==> src/ussc_pkg.sv <==
// Package: operation codes, status field layout and reset values for the unsigned SIMD subtract unit
package ussc_pkg;

	// Operation select, one-hot
	typedef enum logic [6:0] {
		USSC_OP_NONE = 7'h00,
		USSC_OP_SUB_UNS_HALF_WRAP = 7'h01,
		USSC_OP_SUB_UNS_HALF_SAT = 7'h02,
		USSC_OP_SUB_UNS_BYTE_WRAP = 7'h04,
		USSC_OP_SUB_UNS_BYTE_SAT = 7'h08,
		USSC_OP_SUB_UNS_BYTE_HALVE = 7'h10,
		USSC_OP_SUB_UNS_BYTE_HALVE_ROUND = 7'h20,
		USSC_OP_WRITE_SIMD_STATUS_FIELDS = 7'h40
	} ussc_op_t;

	// Issue bundle from decode
	typedef struct packed {
		logic valid;
		ussc_op_t op;
		logic [31:0] src_a;
		logic [31:0] src_b;
		logic [4:0] dest_sel;
		logic [9:0] mask;
		logic single_operand;
	} ussc_issue_t;

	// Result bundle back to the register file
	typedef struct packed {
		logic valid;
		logic [4:0] dest_sel;
		logic [31:0] data;
	} ussc_result_t;

	// Status field positions
	localparam int USSC_POS_LSB = 0;
	localparam int USSC_POS_MSB = 5;
	localparam int USSC_SCOUNT_LSB = 7;
	localparam int USSC_SCOUNT_MSB = 12;
	localparam int USSC_CARRY_BIT = 13;
	localparam int USSC_EXTRACT_FAIL_IND_BIT = 14;
	localparam int USSC_OUFLAG_LSB = 16;
	localparam int USSC_OUFLAG_MSB = 23;
	localparam int USSC_CCOND_LSB = 24;
	localparam int USSC_CCOND_MSB = 31;
	localparam int USSC_SUB_OUFLAG_BIT = 20;
	localparam int USSC_MASK_USED = 6;

	// Field write enables, one per used mask bit (0 to 5)
	localparam logic [31:0] USSC_FIELD_MASK0 = 32'h0000003f;
	localparam logic [31:0] USSC_FIELD_MASK1 = 32'h00001f80;
	localparam logic [31:0] USSC_FIELD_MASK2 = 32'h00002000;
	localparam logic [31:0] USSC_FIELD_MASK3 = 32'h00ff0000;
	localparam logic [31:0] USSC_FIELD_MASK4 = 32'hff000000;
	localparam logic [31:0] USSC_FIELD_MASK5 = 32'h00004000;

	localparam logic [9:0] USSC_MASK_ALL = 10'h01f;
	localparam logic [31:0] USSC_STATUS_RESET = 32'h00000000;
	localparam int USSC_BYTE_LANES = 4;
	localparam int USSC_HALF_LANES = 2;

endpackage

==> src/ussc_lane_sub.sv <==
// Leaf: one unsigned subtract lane with wrap, saturate, halve and round forms
`timescale 1ns/1ps
module ussc_lane_sub import ussc_pkg::*; #(
	parameter int W = 8
) (
	input wire logic [W-1:0] a,
	input wire logic [W-1:0] b,
	input wire logic saturate,
	input wire logic halve,
	input wire logic round_up,
	output logic [W-1:0] diff,
	output logic borrow
);

	logic [W:0] wide; // Zero-extended difference, top bit is the borrow
	logic [W:0] rounded; // Difference with the discarded bit rounded

	// Lane arithmetic
	always_comb begin
		wide = {1'b0, a} - {1'b0, b};
		rounded = wide + {{W{1'b0}}, round_up};
		borrow = wide[W];
		if (halve) begin
			// Keep the borrow as the new top bit, so negative results stay two's complement
			diff = rounded[W:1];
		end else if (saturate && wide[W]) begin
			diff = '0;
		end else begin
			// Wrap: low bits only, modulo the lane width
			diff = wide[W-1:0];
		end
	end

endmodule

==> src/ussc_core.sv <==
// Main: unsigned SIMD subtract execution unit with its status/control register
//
// Function
// - Halfword wrap subtract, independent lanes, low 16
// - Halfword: first selector subtracted from second
// - Halfword saturate: borrowing lane becomes zero
// - Halfword borrow in any lane sets bit 20
// - Byte wrap: first minus second, modulo 256
// - Byte saturate: borrowing lane becomes zero
// - Byte borrow in any lane sets bit 20
// - Halving byte: 9-bit difference shifted right one
// - Rounding halving adds one before the shift
// - Halving byte leaves status untouched
// - No operand-dependent exceptions from subtracts
// - Halving only raises reserved or disabled exceptions
// - Set mask bit loads field from source
// - Mask bits 6 through 9 ignored
// - Mask bit to status field mapping
// - Single-operand field write uses mask 0x1f
`timescale 1ns/1ps
module ussc_core import ussc_pkg::*; (
	input wire logic mclk,
	input wire logic resetn,
	input wire ussc_issue_t issue,
	input wire logic simd_enable,
	input wire logic simd_present,
	output ussc_result_t result,
	output logic [31:0] simd_status_ctrl,
	output logic exc_reserved_instr,
	output logic exc_simd_disabled
);

	logic [31:0] simd_status_ctrl_r; // Status/control register
	logic [31:0] simd_status_ctrl_nxt;
	ussc_result_t result_r; // Registered write-back
	ussc_result_t result_nxt;
	logic exc_ri_r; // Reserved-instruction exception, one cycle
	logic exc_dis_r; // Unit-disabled exception, one cycle

	logic [31:0] half_minuend; // Halfword operands after the order swap
	logic [31:0] half_subtrahend;
	logic [31:0] half_diff; // Per-lane halfword results
	logic [1:0] half_borrow;
	logic [31:0] byte_diff; // Per-lane byte results
	logic [3:0] byte_borrow;

	logic op_half; // Decoded groups
	logic op_byte_flag;
	logic op_halve;
	logic op_write;
	logic known_op;
	logic accepted; // Issue actually executes
	logic [9:0] eff_mask; // Mask after the single-operand idiom
	logic [31:0] write_sel; // Status bits replaced by a field write

	// Operation groups
	always_comb begin
		op_half = (issue.op == USSC_OP_SUB_UNS_HALF_WRAP) || (issue.op == USSC_OP_SUB_UNS_HALF_SAT);
		op_byte_flag = (issue.op == USSC_OP_SUB_UNS_BYTE_WRAP) || (issue.op == USSC_OP_SUB_UNS_BYTE_SAT);
		op_halve = (issue.op == USSC_OP_SUB_UNS_BYTE_HALVE) || (issue.op == USSC_OP_SUB_UNS_BYTE_HALVE_ROUND);
		op_write = (issue.op == USSC_OP_WRITE_SIMD_STATUS_FIELDS);
		known_op = op_half || op_byte_flag || op_halve || op_write;
		// Only an unknown op or a missing or disabled unit stops an issue; operand values never do
		accepted = issue.valid && known_op && simd_present && simd_enable;
	end

	// Halfword path subtracts the first selector's lanes from the second's
	always_comb begin
		half_minuend = issue.src_b;
		half_subtrahend = issue.src_a;
	end

	// Two halfword lanes, each its own borrow chain
	generate
		for (genvar h = 0; h < USSC_HALF_LANES; h++) begin : g_half
			ussc_lane_sub #(
				.W(16)
			) u_half (
				.a(half_minuend[16*h +: 16]),
				.b(half_subtrahend[16*h +: 16]),
				.saturate(issue.op == USSC_OP_SUB_UNS_HALF_SAT),
				.halve(1'b0),
				.round_up(1'b0),
				.diff(half_diff[16*h +: 16]),
				.borrow(half_borrow[h])
			);
		end
	endgenerate

	// Four byte lanes; byte forms use first minus second
	generate
		for (genvar k = 0; k < USSC_BYTE_LANES; k++) begin : g_byte
			ussc_lane_sub #(
				.W(8)
			) u_byte (
				.a(issue.src_a[8*k +: 8]),
				.b(issue.src_b[8*k +: 8]),
				.saturate(issue.op == USSC_OP_SUB_UNS_BYTE_SAT),
				.halve(op_halve),
				.round_up(issue.op == USSC_OP_SUB_UNS_BYTE_HALVE_ROUND),
				.diff(byte_diff[8*k +: 8]),
				.borrow(byte_borrow[k])
			);
		end
	endgenerate

	// Effective mask; upper mask bits never reach the field decode
	always_comb begin
		eff_mask = issue.single_operand ? USSC_MASK_ALL : issue.mask;
		write_sel = '0;
		// Only the low six bits are looked at
		if (eff_mask[0]) begin
			write_sel = write_sel | USSC_FIELD_MASK0;
		end
		if (eff_mask[1]) begin
			write_sel = write_sel | USSC_FIELD_MASK1;
		end
		if (eff_mask[2]) begin
			write_sel = write_sel | USSC_FIELD_MASK2;
		end
		if (eff_mask[3]) begin
			write_sel = write_sel | USSC_FIELD_MASK3;
		end
		if (eff_mask[4]) begin
			write_sel = write_sel | USSC_FIELD_MASK4;
		end
		if (eff_mask[USSC_MASK_USED-1]) begin
			write_sel = write_sel | USSC_FIELD_MASK5;
		end
	end

	// Next status value
	always_comb begin
		simd_status_ctrl_nxt = simd_status_ctrl_r;
		if (accepted) begin
			if (op_write) begin
				// Mapped fields load from the same source positions, others hold
				simd_status_ctrl_nxt = (simd_status_ctrl_r & ~write_sel) | (issue.src_b & write_sel);
			end else if (op_half) begin
				// Sticky: a borrow sets bit 20, no borrow leaves it as it was
				if (|half_borrow) begin
					simd_status_ctrl_nxt[USSC_SUB_OUFLAG_BIT] = 1'b1;
				end
			end else if (op_byte_flag) begin
				if (|byte_borrow) begin
					simd_status_ctrl_nxt[USSC_SUB_OUFLAG_BIT] = 1'b1;
				end
			end else begin
				// Halving forms cannot overflow and leave the register alone
				simd_status_ctrl_nxt = simd_status_ctrl_r;
			end
		end
		// Bit 6 and 15 have no mask bit; 15 is hard zero
		simd_status_ctrl_nxt[15] = 1'b0;
		simd_status_ctrl_nxt[6] = simd_status_ctrl_r[6];
	end

	// Status register
	always_ff @(posedge mclk or negedge resetn) begin
		if (!resetn) begin
			simd_status_ctrl_r <= USSC_STATUS_RESET;
		end else begin
			simd_status_ctrl_r <= simd_status_ctrl_nxt;
		end
	end

	// Write-back selection
	always_comb begin
		result_nxt.valid = accepted && !op_write;
		result_nxt.dest_sel = issue.dest_sel;
		if (op_half) begin
			result_nxt.data = half_diff;
		end else begin
			result_nxt.data = byte_diff;
		end
	end

	// Write-back register, one cycle after issue
	always_ff @(posedge mclk or negedge resetn) begin
		if (!resetn) begin
			result_r <= '0;
		end else begin
			result_r <= result_nxt;
		end
	end

	// Exceptions: only the two structural kinds are raised
	always_ff @(posedge mclk or negedge resetn) begin
		if (!resetn) begin
			exc_ri_r <= 1'b0;
			exc_dis_r <= 1'b0;
		end else begin
			// Unknown op or absent unit counts as reserved
			exc_ri_r <= issue.valid && (!known_op || !simd_present);
			// Present but switched off
			exc_dis_r <= issue.valid && known_op && simd_present && !simd_enable;
		end
	end

	// Outputs straight from flops
	always_comb begin
		result = result_r;
		simd_status_ctrl = simd_status_ctrl_r;
		exc_reserved_instr = exc_ri_r;
		exc_simd_disabled = exc_dis_r;
	end

endmodule

==> config.mk <==
export PLATFORM = sky130hd
export DESIGN_NAME = ussc_core
export DESIGN_NICKNAME = d
export VERILOG_FILES = /design/src/ussc_pkg.sv /design/src/ussc_lane_sub.sv /design/src/ussc_core.sv
export SDC_FILE = /design/constraint.sdc
export NUM_CORES = 1
export LEC_CHECK = 0
export ABC_AREA = 1
export CORE_ASPECT_RATIO = 0.6
export CORE_MARGIN = 2
export CORE_UTILIZATION = 48
export DETAILED_ROUTE_END_ITERATION = 12
export DONT_BUFFER_PORTS = 1
export HOLD_SLACK_MARGIN = 0.12
export RECOVER_POWER = 100
export REMOVE_ABC_BUFFERS = 1
export SYNTH_ARGS = -nofsm -noshare
export SYNTH_HDL_FRONTEND = slang
export SYNTH_SLANG_ARGS = --single-unit
==> constraint.sdc <==
create_clock -name mclk -period 0.83 [get_ports mclk]
set_input_delay 0.0415 -clock mclk [delete_from_list [all_inputs] [get_ports mclk]]
set_output_delay 0.0415 -clock mclk [all_outputs]
set_load 0.01 [all_outputs]
==> results of run 1 <==
[timing repair]
item | CTS | global route
endpoints found under the setup margin | 90 | 91
hold endpoints to repair | 112 | 72
pin swaps | 93 | 101
gates cloned | 2 | 3
gates resized for setup | 313 | 231
setup buffers | 24 | 32
[worst max-delay path by stage]
stage	startpoint	end	depth (start not counted)
floorplan	issue[48]	result[5]$_DFF_PN0_	14
global placement	issue[56]	result[15]$_DFF_PN0_	14
detailed placement	issue[64]	result[21]$_DFF_PN0_	12
CTS	issue[56]	result[13]$_DFF_PN0_	14
global route	issue[42]	result[31]$_DFF_PN0_	16
finish	issue[25]	result[15]$_DFF_PN0_	11
[layout make-up]
type | count | area, µm²
clock buffers | 10 | 239
clock inverters | 6 | 85.1
fillers | 715 | 1540
inverters | 160 | 805
multi-input cells | 778 | 5850
flip-flops and latches | 70 | 1750
well taps | 192 | 240
repair buffers | 370 | 3180
repair inverters | 1 | 8.76
[metrics by stage]
step / util, % / std cells / TNS (ps)
finish: 88.7 / 1587 / -28640
floorplan: - / 1008 / -39250
detailed placement: 65.5 / 1475 / -53760
global route: 88.7 / 1587 / -33310
global placement: 65.5 / 1475 / -52030
CTS: 80.6 / 1557 / -27380
[critical path, stage by stage]
cell and delay, ps:
clkinvlp_4 110, ha_4 310, buf_4 150, nand2_1 100, buf_4 150, o21ai_0 390
a21oi_1 180, nand2_1 150, xor2_1 160, nand2_1 90, nand2_1 80
[cell usage after synthesis, types with 7 or more instances]
library cell  instances
o21ai_0              41
nand3_1             108
o21ai_1               9
nand4_1               8
or2_2                 7
nand3b_1              7
xor2_1               21
a21oi_1              76
nand2_1             270
nor2_1              107
xnor2_1               7
buf_4                 7
ha_1                 68
dfrtp_1              70
buf_2                11
inv_1               157
[power groups by stage]
| stage | clock (mW) | sequential [mW] | combinational [mW] |
|---|---|---|---|
| after floorplan | 0 | 4.11 | 2.51 |
| after global placement | 0 | 4.19 | 4.55 |
| after detailed placement | 0 | 4.18 | 4.60 |
| after CTS | 4.43 | 4.13 | 5.57 |
| after global routing | 4.63 | 4.18 | 7.15 |
| final | 4.46 | 4.16 | 6.65 |
[per-layer routing]
metal  routed length, µm  vias up
met5                   0        -
met2               13400      443
met1               12200     4084
met3                2530       65
li1                    -     4001
met4                 620        0
[cell families (layout without fill, tap and decap cells)]
family	count (synthesis)	after routing	synth area share, %
AND/OR/NAND/NOR	524	524	33.2
buffers and inverters	181	547	10.8
AO/OA/AOI/OAI	148	148	11.8
adder cells (fa/ha/maj)	74	74	14.3
flip-flops	70	70	25.9
XOR/XNOR	28	28	3.62
multiplexers	2	2	0.333
other	1	2	0.0554
==> results.json, run 1 <==
{
  "use_met3_pct": 7.07,
  "hold_viol": 70,
  "antennaDiodeCount": 0,
  "pwr-share-seq_pct": 27.2,
  "endpoint_kind": "flop",
  "synthDistinctLibCells": 39,
  "h-tree-depth": 3,
  "grt_pass1_vias": 7772,
  "gp_congestion": 0.941,
  "ys_warn_count": 0,
  "crit_required_ps": 1110,
  "drt-total-wl_um": 28800,
  "tightest_slew_ps": 552,
  "rrSetupSlack_ps": 20,
  "post-place-ws_ps": -1160,
  "timing.fmax_mhz": 618,
  "p_switching_mw": 5.61,
  "p_per_area_mw_per_mm2": 1250,
  "synthToLayoutAreaGrowth_pct": 79.8,
  "power_leakage_nw": 6.05,
  "layout-drive-gt1-share_pct": 48.6,
  "ant_nets": 0,
  "final_cell_mix": "buf_4 (267), nand2_1 (204), inv_1 (127)",
  "start_util_pct": 49.4,
  "io_pins": 164,
  "clock_path_buffers": 2,
  "grt_max_degree": 71,
  "die_w_um": 157,
  "post-route-period-util_pct": 195,
  "die_y_um": 96.0,
  "globalRouteMet1Util_pct": 45.1,
  "grt-ovfl-total": 0,
  "final_area_mm2": 0.0122,
  "rr_worst_depth": 3,
  "worstSetupStartpointType": "input port",
  "use_met2_pct": 51.1,
  "p_clk_share_pct": 29.2,
  "async_reset_ff_share_pct": 100,
  "grt_setup_unrepaired": "yes",
  "switching_share_pct": 36.8,
  "grt_pass1_wl_um": 38200,
  "syn_area_per_cell_um2": 6.58,
  "synth.top_cells.by_area": "dfrtp_1 (26%), nand2_1 (15%), ha_1 (13%), inv_1 (8.7%), nand3_1 (8.0%)",
  "critical_path_class": "in2reg",
  "power_mw": 15.3,
  "dp.final_hpwl_um": 17000,
  "avgRoutedWirePerCell_um": 18.2,
  "grt_antenna_before_repair": 0,
  "clkTransAtPathRegs_ps": 70,
  "portBuffers": 0,
  "ys_seq_area_share_pct": 25.9,
  "maxCapViolations": 0,
  "irDropWorstVdd_mv": 1.16,
  "cts_tree": "built",
  "vias": 8593,
  "setup_violations": 90,
  "dieArea_mm2": 0.0151,
  "synth_ff_type": "dfrtp_1",
  "core-area_mm2": 0.0137,
  "insertion_delay_ps": 330,
  "skew_ps": 0,
  "synth_seq_cells": 70,
  "viasPerCell": 5.41,
  "ctsHoldBuffers": 41,
  "fin_ws_ps": -789,
  "p_int_mw": 9.66,
  "pwr-share-comb_pct": 43.6,
  "cts_sinks": 70,
  "yosysTopAreaCell": "dfrtp_1",
  "violations": "hold timing, setup timing",
  "drtIter0Drc": 760,
  "drv_slew": 0,
  "cts_buffers": 9,
  "synth.top_cell.area_share_pct": 25.9,
  "syn_area_mm2": 0.00677,
  "grt_use_total_pct": 32.3,
  "slew_headroom_pct": 63.2,
  "synthCells": 1028,
  "drc_errors": 0,
  "hold_class": "in2async",
  "hold_ws_ps": -614,
  "fin_nets": 1556,
  "first_pass_iters": 5,
  "place_area_mm2": 0.00898,
  "period_needed_ps": 1620,
  "rows": 33,
  "worstPathMaxFanout": 5,
  "final_common_cell": "buf_4",
  "crit_arrival_ps": 1900,
  "synth_edf_count": 0,
  "outcome": "finished with violations",
  "grt_busiest_layer": "met2",
  "clock-root-buffer": "clkbuf_16"
}
No activity file was read; power rests on OpenSTA's default activity.
==> run 2: changes to the inputs <==
Settings changed: PLACE_DENSITY_LB_ADDON set to 0.05.
==> run 2 against run 1 <==
Effect of this change:
- the run still ends with hold timing, setup timing left
- register-to-register slack got worse by 20 ps
- cell area fell by 3.4%
- utilization fell by 3.0 points
- first-iteration DRC count fell by 32%
- final cell count fell by 1.7%
- maximum frequency rose by 10%
- combinational power fell by 6.0%
- global-route usage rose by 0.22 points
- critical endpoint is now result[13]$_DFF_PN0_
- largest cell class unchanged
==> results.json, run 2 (same netlist as run 1, synthesis figures left out) <==
{
  "power_leakage_nw": 5.89,
  "p_per_area_mw_per_mm2": 1210,
  "drc_errors": 0,
  "grt_pass1_vias": 7601,
  "skew_ps": 0,
  "first_pass_iters": 7,
  "dieArea_mm2": 0.0151,
  "insertion_delay_ps": 340,
  "grt-ovfl-total": 0,
  "ant_nets": 0,
  "grt_setup_unrepaired": "yes",
  "antennaDiodeCount": 0,
  "grt_antenna_before_repair": 0,
  "dp.final_hpwl_um": 16700,
  "nFillCells": 803,
  "rows": 33,
  "drtIter0Drc": 519,
  "hold_class": "in2async",
  "maxCapViolations": 0,
  "gp_congestion": 0.892,
  "instances_no_fill": 1560,
  "clkTransAtPathRegs_ps": 60,
  "die_y_um": 96.0,
  "fin_ws_ps": -637,
  "drt-total-wl_um": 26300,
  "multi_input_area_mm2": 0.00573,
  "power_mw": 14.2,
  "crit_arrival_ps": 1700,
  "start_util_pct": 49.4,
  "slowest_delay_ps": 650,
  "timing.fmax_mhz": 682,
  "setup_violations": 90,
  "vias": 8170,
  "synthToLayoutAreaGrowth_pct": 73.6,
  "clock_path_buffers": 2,
  "hold_ws_ps": -609,
  "grt_max_degree": 71,
  "h-tree-depth": 3,
  "cts_tree": "built",
  "hold_viol": 70,
  "final_cell_mix": "buf_4 (245), nand2_1 (222), inv_1 (128)",
  "cts_sinks": 70,
  "slowest_stage": "fa_2",
  "endpoint_kind": "flop",
  "cts_buffers": 9,
  "core-area_mm2": 0.0137,
  "layout-drive-gt1-share_pct": 45.2,
  "clock-root-buffer": "clkbuf_16",
  "grt_pass1_wl_um": 38200,
  "crit_required_ps": 1060,
  "avgRoutedWirePerCell_um": 16.8,
  "critical_path_class": "in2reg",
  "ctsHoldBuffers": 41,
  "crit_path_cell_trace": "clkinvlp_4 > fa_2 > ha_4 > inv_4 > nor2_4 > nand3_4 > nor2_4 > nand2_1 > nand3_1 > o21ai_1 > nand2_1 > nand2_1",
  "fin_nets": 1532,
  "register_area_mm2": 0.00176,
  "dp_cells": 1460,
  "io_pins": 164,
  "irDropWorstVdd_mv": 0.944,
  "worstSetupStartpointType": "input port",
  "period_needed_ps": 1470,
  "cpMostUsedCell": "nand2_1",
  "worstPathMaxFanout": 3,
  "grt_use_total_pct": 32.5,
  "viasPerCell": 5.24,
  "final_common_cell": "buf_4",
  "die_w_um": 157,
  "portBuffers": 0,
  "drv_slew": 0,
  "violations": "hold timing, setup timing",
  "post-route-period-util_pct": 177,
  "outcome": "finished with violations"
}
run 2: final timing paths:
kind,startpoint,to,slack [ps],cells after the start
worst max-delay path,issue[25],result[13]$_DFF_PN0_,-640,12
worst min-delay path,resetn,asynchronous set/reset pin,-610,0
worst max register to register,flop,flop,0,3
worst min register to register,flop,flop,540,1
max in group asynchronous,resetn,asynchronous set/reset pin,1300,0
min in group mclk,issue[33],result[17]$_DFF_PN0_,60,3
run 2: cell type report:
cell class | count | area share [%]
Sequential cell | 70 | 15.0
Timing Repair Buffer | 346 | 25.4
Clock buffer | 11 | 2.15
Inverter | 160 | 6.56
Timing Repair inverter | 1 | 0.0533
Clock inverter | 2 | 0.0852
Tap cell | 192 | 2.05
Multi-Input combinational cell | 778 | 48.8
run 2: repair_timing:
item	4_1_cts	5_1_grt
buffers inserted	27	21
setup endpoints to repair	88	89
hold endpoints to repair	112	73
cloned	4	0
pin swaps	106	86
gates resized for setup	317	182
run 2: stage by stage:
step	util [%]	worst slack, ps	instance area, µm²	hold slack (ps)	TNS (ps)
detailed placement	64.7	-1180	8870	-253	-54850
CTS	79.6	-593	10900	-612	-27850
floorplan	-	-997	6640	-254	-39250
finish	85.7	-637	11700	-609	-27880
global placement	64.7	-1110	8870	-253	-53030
global route	85.7	-724	11700	-619	-32930
run 2: where the power goes:
part | internal [mW] | leakage [nW] | switching (mW)
registers | 3.76 | 0.880 | 0.370
logic | 3.04 | 4.88 | 3.22
clock network | 2.13 | 0.133 | 1.65
run 2: routing by layer:
metal | up-vias | track usage [%] | part of all wire [%]
met5 | - | 0 | 0
met4 | 0 | 8.64 | 2.5
met1 | 3833 | 45.4 | 45
li1 | 3938 | - | -
met3 | 54 | 8.15 | 8.1
met2 | 345 | 50.3 | 45
run 2: worst max-delay path: cells and delay by family:
kind | cells | cell delay, ps
compound gates | 1 | 70
fa+ha+maj | 2 | 810
buf+inv | 2 | 150
simple gates | 7 | 630
